[src/pdst_pkg.sv]
// Package: register map, field positions, reset values and carriers for the PHY status/10BT block
package pdst_pkg;

    // ************************************************************
    // Register offsets
    // ************************************************************
    localparam logic [4:0] PDST_ADDR_DETAILED_STATUS = 5'h11;
    localparam logic [4:0] PDST_ADDR_TENBT_OPS       = 5'h12;
    localparam logic [4:0] PDST_ADDR_VENDOR_FIRST    = 5'h19;
    localparam logic [4:0] PDST_ADDR_VENDOR_LAST     = 5'h1f;

    // ************************************************************
    // Detailed status field positions
    // ************************************************************
    localparam int PDST_DS_PROGRESS_B0  = 11;
    localparam int PDST_DS_SIGNAL_LOST  = 10;
    localparam int PDST_DS_PLL_ERROR    = 9;
    localparam int PDST_DS_FALSE_CARR   = 8;
    localparam int PDST_DS_INVALID_SYM  = 7;
    localparam int PDST_DS_HALT_SYM     = 6;
    localparam int PDST_DS_PREMATURE    = 5;
    localparam int PDST_DS_ANEG_DONE    = 4;
    localparam int PDST_DS_SIGNAL_ABS   = 3;
    localparam int PDST_DS_JABBER       = 2;
    localparam int PDST_DS_REMOTE_FAULT = 1;
    localparam int PDST_DS_LINK         = 0;

    // ************************************************************
    // 10Base-T operations field positions
    // ************************************************************
    localparam int PDST_OP_REMOTE_JAB   = 15;
    localparam int PDST_OP_POL_REV      = 14;
    localparam int PDST_OP_BUS_MODE_HI  = 13;
    localparam int PDST_OP_BUS_MODE_LO  = 12;
    localparam int PDST_OP_AUTO_XOVER   = 11;
    localparam int PDST_OP_RX_TRI       = 10;
    localparam int PDST_OP_VENDOR_GATE  = 9;
    localparam int PDST_OP_TEST_PATH    = 8;
    localparam int PDST_OP_RSV7         = 7;
    localparam int PDST_OP_RSV6         = 6;
    localparam int PDST_OP_JAB_INHIBIT  = 5;
    localparam int PDST_OP_RSV4         = 4;
    localparam int PDST_OP_APOL_INHIBIT = 3;
    localparam int PDST_OP_SQE_INHIBIT  = 2;
    localparam int PDST_OP_LLOSS_INHIB  = 1;
    localparam int PDST_OP_SQL_INHIBIT  = 0;

    // ************************************************************
    // Reset values
    // ************************************************************
    localparam logic [15:0] PDST_OPS_FIXED_RST = 16'h0010;
    localparam logic [11:0] PDST_FLAGS_RST     = 12'h000;
    localparam logic [1:0]  PDST_BUS_MII       = 2'h0;
    localparam logic [1:0]  PDST_BUS_SERIAL    = 2'h1;

    // Number of latching-high event flags
    localparam int PDST_NUM_LH = 10;

    // ************************************************************
    // Carriers
    // ************************************************************
    // Management access from the serial-management front end
    typedef struct packed {
        logic        rd;
        logic        wr;
        logic [4:0]  addr;
        logic [15:0] wdata;
    } pdst_mgmt_req_t;

    // Physical-layer event and condition levels
    typedef struct packed {
        logic       signal_lost;
        logic       pll_error;
        logic       false_carrier;
        logic       invalid_symbol;
        logic       halt_symbol;
        logic       premature_end;
        logic       jabber;
        logic       remote_fault;
        logic       remote_jabber;
        logic       polarity_reversed;
        logic       link_valid;
        logic       aneg_done;
        logic       signal_absent;
        logic       progress_b0;
    } pdst_phy_evt_t;

    // Controls steering the physical-layer logic
    typedef struct packed {
        logic auto_crossover_enable;
        logic receive_output_tristate;
        logic vendor_register_gate;
        logic test_path_select;
        logic jabber_inhibit;
        logic auto_polarity_inhibit;
        logic sqe_test_inhibit;
        logic link_loss_inhibit;
        logic squelch_inhibit;
    } pdst_ctrl_t;

endpackage

[src/pdst_regs.sv]
// Detailed status and 10Base-T operations registers of the PHY management block
`timescale 1ns/1ns

module pdst_regs (
    // Clock and reset
    input  wire logic                    clk_sys,
    input  wire logic                    reset,
    // Reset-time straps from pins
    input  wire logic [1:0]              strap_bus_mode,
    input  wire logic                    strap_rx_tristate,
    input  wire logic                    strap_vendor_gate,
    input  wire logic                    strap_auto_xover,
    // Management access
    input  wire pdst_pkg::pdst_mgmt_req_t mgmt_req,
    output logic [15:0]                  mgmt_rdata,
    output logic                         mgmt_vendor_access,
    // Physical-layer conditions
    input  wire pdst_pkg::pdst_phy_evt_t phy_evt,
    // Controls and effects
    output pdst_pkg::pdst_ctrl_t         ctrl,
    output logic                         rx_out_enable,
    output logic                         link_pass_forced,
    output logic                         polarity_correct_en,
    output logic                         sqe_test_en,
    output logic                         test_path_one_sel,
    output logic                         test_path_two_sel
);
    import pdst_pkg::*;

    // ************************************************************
    // Strap synchronisers and capture after reset release
    // ************************************************************
    // Stages run without reset so the straps are settled when reset lets go
    logic [4:0] strap_pin;
    logic [4:0] strap_s1_ff;
    logic [4:0] strap_s2_ff;
    logic [4:0] strap_s3_ff;
    logic [4:0] strap_sync_ff;
    logic [4:0] nxt_strap_sync;
    logic [4:0] strap_agree;
    logic       strap_done_ff;
    logic [1:0] bus_mode_ff;

    assign strap_pin      = {strap_bus_mode, strap_rx_tristate, strap_vendor_gate, strap_auto_xover};
    assign strap_agree    = ~(strap_s2_ff ^ strap_s3_ff);
    // A bit only moves once the last two stages agree, so one odd sample is ignored
    assign nxt_strap_sync = (strap_s3_ff & strap_agree) | (strap_sync_ff & ~strap_agree);

    // Limitation: straps must stand for four clocks of reset before release
    always_ff @(posedge clk_sys) begin
        strap_s1_ff   <= strap_pin;
        strap_s2_ff   <= strap_s1_ff;
        strap_s3_ff   <= strap_s2_ff;
        strap_sync_ff <= nxt_strap_sync;
    end

    // ************************************************************
    // Access decode
    // ************************************************************
    function automatic logic addr_is(input logic [4:0] a, input logic [4:0] ref_a);
        addr_is = (a == ref_a);
    endfunction

    wire rd_status = mgmt_req.rd & addr_is(mgmt_req.addr, PDST_ADDR_DETAILED_STATUS);
    wire rd_ops    = mgmt_req.rd & addr_is(mgmt_req.addr, PDST_ADDR_TENBT_OPS);
    wire wr_ops    = mgmt_req.wr & addr_is(mgmt_req.addr, PDST_ADDR_TENBT_OPS);
    wire vendor_hit = (mgmt_req.addr >= PDST_ADDR_VENDOR_FIRST) && (mgmt_req.addr <= PDST_ADDR_VENDOR_LAST);

    // ************************************************************
    // Latching flags
    // ************************************************************
    // Index order: 9 remote jabber, 8 polarity, then status flags
    logic [PDST_NUM_LH-1:0] lh_ff;
    logic [PDST_NUM_LH-1:0] lh_cond;
    logic [PDST_NUM_LH-1:0] lh_clr;
    logic                   link_ff;

    assign lh_cond = {phy_evt.remote_jabber, phy_evt.polarity_reversed,
                      phy_evt.signal_lost, phy_evt.pll_error, phy_evt.false_carrier,
                      phy_evt.invalid_symbol, phy_evt.halt_symbol, phy_evt.premature_end,
                      phy_evt.jabber, phy_evt.remote_fault};
    assign lh_clr  = {{2{rd_ops}}, {8{rd_status}}};

    genvar gi;
    generate
        for (gi = 0; gi < PDST_NUM_LH; gi++) begin : g_lh
            // Event in the clearing read cycle wins, so nothing is lost
            wire nxt_lh = lh_cond[gi] | (lh_ff[gi] & ~lh_clr[gi]);
            always_ff @(posedge clk_sys or posedge reset) begin
                if (reset) begin
                    lh_ff[gi] <= 1'b0;
                end else begin
                    lh_ff[gi] <= nxt_lh;
                end
            end
        end
    endgenerate

    // Latch-low: loss holds zero until read, then follows the link
    wire nxt_link = phy_evt.link_valid & (link_ff | rd_status);

    always_ff @(posedge clk_sys or posedge reset) begin
        if (reset) begin
            link_ff <= 1'b0;
        end else begin
            link_ff <= nxt_link;
        end
    end

    // ************************************************************
    // Operations control register
    // ************************************************************
    logic [15:0] ops_ff;
    logic [15:0] nxt_ops;
    logic [15:0] ops_strap_word;

    // Read-only and reserved-fixed bits never take write data
    localparam logic [15:0] OPS_WR_MASK = 16'h0f2f;

    always_comb begin
        ops_strap_word                      = PDST_OPS_FIXED_RST;
        ops_strap_word[PDST_OP_AUTO_XOVER]  = strap_sync_ff[0];
        ops_strap_word[PDST_OP_RX_TRI]      = strap_sync_ff[2];
        ops_strap_word[PDST_OP_VENDOR_GATE] = strap_sync_ff[1];
    end

    // Writes on the strap-capture edge are dropped in favour of the straps
    assign nxt_ops = !strap_done_ff ? ops_strap_word
                   : wr_ops ? ((mgmt_req.wdata & OPS_WR_MASK) | (ops_ff & ~OPS_WR_MASK))
                   : ops_ff;

    always_ff @(posedge clk_sys or posedge reset) begin
        if (reset) begin
            strap_done_ff <= 1'b0;
            bus_mode_ff   <= PDST_BUS_MII;
        end else if (!strap_done_ff) begin
            strap_done_ff <= 1'b1;
            bus_mode_ff   <= strap_sync_ff[4:3];
        end
    end

    always_ff @(posedge clk_sys or posedge reset) begin
        if (reset) begin
            ops_ff <= PDST_OPS_FIXED_RST;
        end else begin
            ops_ff <= nxt_ops;
        end
    end

    // ************************************************************
    // Read data and control outputs
    // ************************************************************
    logic [15:0] status_word;

    // Upper four status bits are not modelled here and read zero
    always_comb begin
        status_word                       = 16'h0000;
        status_word[PDST_DS_PROGRESS_B0]  = phy_evt.progress_b0;
        status_word[PDST_DS_SIGNAL_LOST]  = lh_ff[7];
        status_word[PDST_DS_PLL_ERROR]    = lh_ff[6];
        status_word[PDST_DS_FALSE_CARR]   = lh_ff[5];
        status_word[PDST_DS_INVALID_SYM]  = lh_ff[4];
        status_word[PDST_DS_HALT_SYM]     = lh_ff[3];
        status_word[PDST_DS_PREMATURE]    = lh_ff[2];
        status_word[PDST_DS_ANEG_DONE]    = phy_evt.aneg_done;
        status_word[PDST_DS_SIGNAL_ABS]   = phy_evt.signal_absent;
        status_word[PDST_DS_JABBER]       = lh_ff[1];
        status_word[PDST_DS_REMOTE_FAULT] = lh_ff[0];
        status_word[PDST_DS_LINK]         = link_ff;
    end

    wire [15:0] ops_word    = {lh_ff[9:8],
                               bus_mode_ff,
                               ops_ff[11:0]};
    // Reads of other addresses leave the last word standing
    wire [15:0] nxt_rdata   = rd_status ? status_word : (rd_ops ? ops_word : mgmt_rdata);

    always_ff @(posedge clk_sys or posedge reset) begin
        if (reset) begin
            mgmt_rdata <= 16'h0000;
        end else begin
            mgmt_rdata <= nxt_rdata;
        end
    end

    assign ctrl.auto_crossover_enable   = ops_ff[PDST_OP_AUTO_XOVER];
    assign ctrl.receive_output_tristate = ops_ff[PDST_OP_RX_TRI];
    assign ctrl.vendor_register_gate    = ops_ff[PDST_OP_VENDOR_GATE];
    assign ctrl.test_path_select        = ops_ff[PDST_OP_TEST_PATH];
    assign ctrl.jabber_inhibit          = ops_ff[PDST_OP_JAB_INHIBIT];
    assign ctrl.auto_polarity_inhibit   = ops_ff[PDST_OP_APOL_INHIBIT];
    assign ctrl.sqe_test_inhibit        = ops_ff[PDST_OP_SQE_INHIBIT];
    assign ctrl.link_loss_inhibit       = ops_ff[PDST_OP_LLOSS_INHIB];
    assign ctrl.squelch_inhibit         = ops_ff[PDST_OP_SQL_INHIBIT];

    assign rx_out_enable       = ~ops_ff[PDST_OP_RX_TRI];
    assign mgmt_vendor_access  = (mgmt_req.rd | mgmt_req.wr) & vendor_hit
                                 & ~ops_ff[PDST_OP_VENDOR_GATE];
    assign link_pass_forced    = ops_ff[PDST_OP_LLOSS_INHIB];
    assign polarity_correct_en = ~ops_ff[PDST_OP_APOL_INHIBIT];
    assign sqe_test_en         = ~ops_ff[PDST_OP_SQE_INHIBIT];
    assign test_path_one_sel   = ~ops_ff[PDST_OP_TEST_PATH];
    assign test_path_two_sel   = ops_ff[PDST_OP_TEST_PATH];

endmodule

[config.mk]
export PLATFORM = sky130hd
export DESIGN_NAME = pdst_regs
export DESIGN_NICKNAME = d
export VERILOG_FILES = /design/src/pdst_pkg.sv /design/src/pdst_regs.sv
export SDC_FILE = /design/constraint.sdc
export NUM_CORES = 1
export LEC_CHECK = 0
export BUFFER_PORTS_ARGS = -buffer_cell sky130_fd_sc_hd__buf_2
export CORE_MARGIN = 4
export CORE_UTILIZATION = 54
export DETAILED_ROUTE_END_ITERATION = 8
export PLACE_DENSITY = 0.84
export SYNTH_ARGS = -nofsm -noshare
export SYNTH_HDL_FRONTEND = slang
export SYNTH_SLANG_ARGS = --single-unit
[constraint.sdc]
create_clock -name clk_sys -period 2.36 [get_ports clk_sys]
set_input_delay 0.118 -clock clk_sys [delete_from_list [all_inputs] [get_ports clk_sys]]
set_output_delay 0.118 -clock clk_sys [all_outputs]
set_load 0.02 [all_outputs]
==> flow_summary.toml <==
[power_and_ir_drop]
p_seq_frac = 0.490
power_frac_comb = 0.154
cellPowerDensity_nw_per_um2 = 802.6
power_uw = 2427
p_leak_uw = 0.001310
p_int_uw = 1774
swShare = 0.2693
max-vdd-ir-drop_mv = 0.5249
p_clk_frac = 0.355
p_sw_uw = 653.5

[synth]
syn_area_um2 = 2412
synth_cell_type_count = 41
yosys.area.top_type = "dfrtp_1"
synth.net_count = 244
ys_seq_area_frac = 0.6022
yosysWarnings = 0
ys.flop_type = "dfrtp_1"
synth_area_leaders = "dfrtp_1 40%, dfxtp_1 12%, edfxtp_1 6.2%"
synth_top_cell_area_share = 0.4046
ys_async_sr_fraction = 0.6667
avgSynthCellArea_um2 = 12.06
synthCells = 200
ys_seq_elements = 60
synth-edff-count = 5

[route]
drt_pass1_iterations = 4
ant_nets = 0
drt_iter0_drc = 157
vias = 1805
drc = 0
wl_per_cell_um = 15.39
drt-total-wl_um = 5157
routed_via_density = 5.388

[timing]
finalSetupViolations = 0
finalClockSkew_ns = 0.006804
fmax_mhz = 733.3
fin_ws_ns = 0.9963
setup_tns_ns = 0
hold_viol = 0
fin_crit_sh = 0.5778
worst_pin_slew_ns = 0.6477
rsz0062_at_grt = "no"
slew-limit-headroom = 0.5679
layout_min_cycle_time_ns = 1.364
slew_violations = 0

[status]
status = "finished clean"

[floorplan]
die_area_um2 = 5600
core_um2 = 4324
ios = 76
die_h_um = 74.84
initial_core_util = 0.5579
num_rows = 24
dieWidth_um = 74.84

[cts]
htreeDepth = 3
post_cts_buffers = 0
tritoncts = "built"
clk_latency_ns = 0.34
cts_sinks = 60
cts_hold_buffers = 17
ctsResizeCount = 0
clk_pin_slew_ns = 0.06
cts_made_buffers = 9
root_buffer = "clkbuf_8"
ctsLongestPathBuffers = 2

[worst_setup_path]
cp_max_fo = 4
worstPathBufferInverterCount = 1
slowest_stage = "dfrtp_1"
max_stage_delay_ns = 0.42
arrival_ns = 1.25
start_kind = "register"
required_ns = 2.24
crit_family = "flip-flops"
crit_type = "reg -> out"
worstPathCellList = "nor3_1 > buf_2"
end_kind = "output port"

[run]
maxCapViolCount = 0

[final_layout]
drive_above_1_share = 0.3569
finalNetCount = 322
fillers = 340
antenna_cells = 0
seqCellArea_um2 = 1453
final_util = 0.6994
area_growth_pct = 25.36
multiInputGateArea_um2 = 782.0

[global_routing]
grt_max_degree = 41
grt_pass1_wl_um = 8362
antenna_found_initial = 0
overflow = 0
grt_pass1_vias = 1722
grt_usage = 0.2042

[min_path]
hold_path_class = "in -> reg"

[placed_design]
gp_congestion = 0.8022
hpwlAfterDp_um = 3514
port_buffers = 68
post-place-ws_ns = 0.7071
stage by stage:
stage | std cells | hold WS, ns | area, um2
6_report | 335 | 0.02354 | 3024
3_3_place_gp | 302 | 0.2204 | 2670
4_1_cts | 335 | 0.01001 | 3024
2_1_floorplan | 200 | 0.1457 | 2412
3_5_place_dp | 302 | 0.2216 | 2670
5_1_grt | 335 | 0.02680 | 3024
state kept, by name, summed over array words and instances (netlist names):
signal         flops
lh_ff             10
strap_done_ff      1
strap_s2_ff        5
strap_sync_ff      5
bus_mode_ff        2
link_ff            1
ops_ff            10
strap_s1_ff        5
mgmt_rdata        16
strap_s3_ff        5
cell type report:
cell class                      instances  area share
Sequential cell                        60      0.4803
Tap cell                               52     0.02151
Clock inverter                          5     0.01738
Multi-Input combinational cell        115      0.2586
Clock buffer                           11     0.04344
Inverter                                6    0.007447
Timing Repair Buffer                   86      0.1713
worst reg2reg max path, cell delays in order (launching register included):
cell and delay, ns:
dfrtp_1 0.48, clkinv_1 0.30, a31oi_1 0.24, a21oi_1 0.09
metal layers:
layer  global-route usage  share of wire
met5                    0              0
met4               0.1067          0.021
met3              0.04806          0.073
met2               0.3221           0.49
met1               0.2625           0.42
path summary, 6_finish.rpt:
check	startpoint	end	slack, ns	depth (start not counted)
setup reg to reg	strap_done_ff$_DFF_PP0_	ops_ff[11]$_DFFE_PP0P_	1.15	3
setup / recovery	ops_ff[9]$_DFFE_PP0P_	mgmt_vendor_access	1.0	2
max in group asynchronous	reset	ops_ff[4]$_DFFE_PP1P_	1.55	4
hold / removal	phy_evt[1]	mgmt_rdata[3]$_DFFE_PP0P_	0.02	2
hold reg to reg	strap_s1_ff[3]$_DFF_P_	strap_s2_ff[3]$_DFF_P_	0.33	0
min in group asynchronous	reset	mgmt_rdata[11]$_DFFE_PP0P_	0.44	4
cells by family (layout without fill, tap and decap cells):
group           count (synthesis)  in the layout  share of synthesized area
compound gates                 61             61                     0.1582
flops                          60             60                     0.6022
simple gates                   46             46                     0.1369
buf+inv                        25            108                    0.07365
xor+xnor                        5              5                    0.01815
mux                             2              2                   0.009335
other cells                     1              1                   0.001555
synth_stat cells (5+ instances only):
cell type and count:
dfrtp_1 39, nand3_1 17, dfxtp_1 15, a21oi_1 13, buf_4 11, a21o_1 10, a31oi_1 10, o21ai_1 10
o21ai_0 8, nor3_2 7, edfxtp_1 5, inv_1 5, xnor2_1 5
cells in the final DEF, fill, tap and decap left out, types with 2 or more instances in the layout:
cell,instances
a21o_1,10
a21oi_1,13
a221o_1,3
a22o_1,2
a31oi_1,10
and2b_1,2
and3_1,2
buf_2,68
clkbuf_1,2
clkbuf_8,9
clkinv_2,3
dfrtp_1,39
dfxtp_1,15
dlygate4sd3_1,17
edfxtp_1,5
inv_1,5
mux2_2,2
nand2b_1,3
nand3_1,17
nor2_1,3
nor3_1,3
nor3_2,7
o21ai_0,8
o21ai_1,10
o21ai_2,3
xnor2_1,5
power by group through the flow:
stage	Sequential, uW	Combinational, uW	Clock, uW
final	1190	374	863
after global routing	1200	407	923
after CTS	1190	378	877
after detailed placement	1210	354	0
after global placement	1210	345	0
after floorplan	1280	154	0
Power figures use the tool's default switching activity.
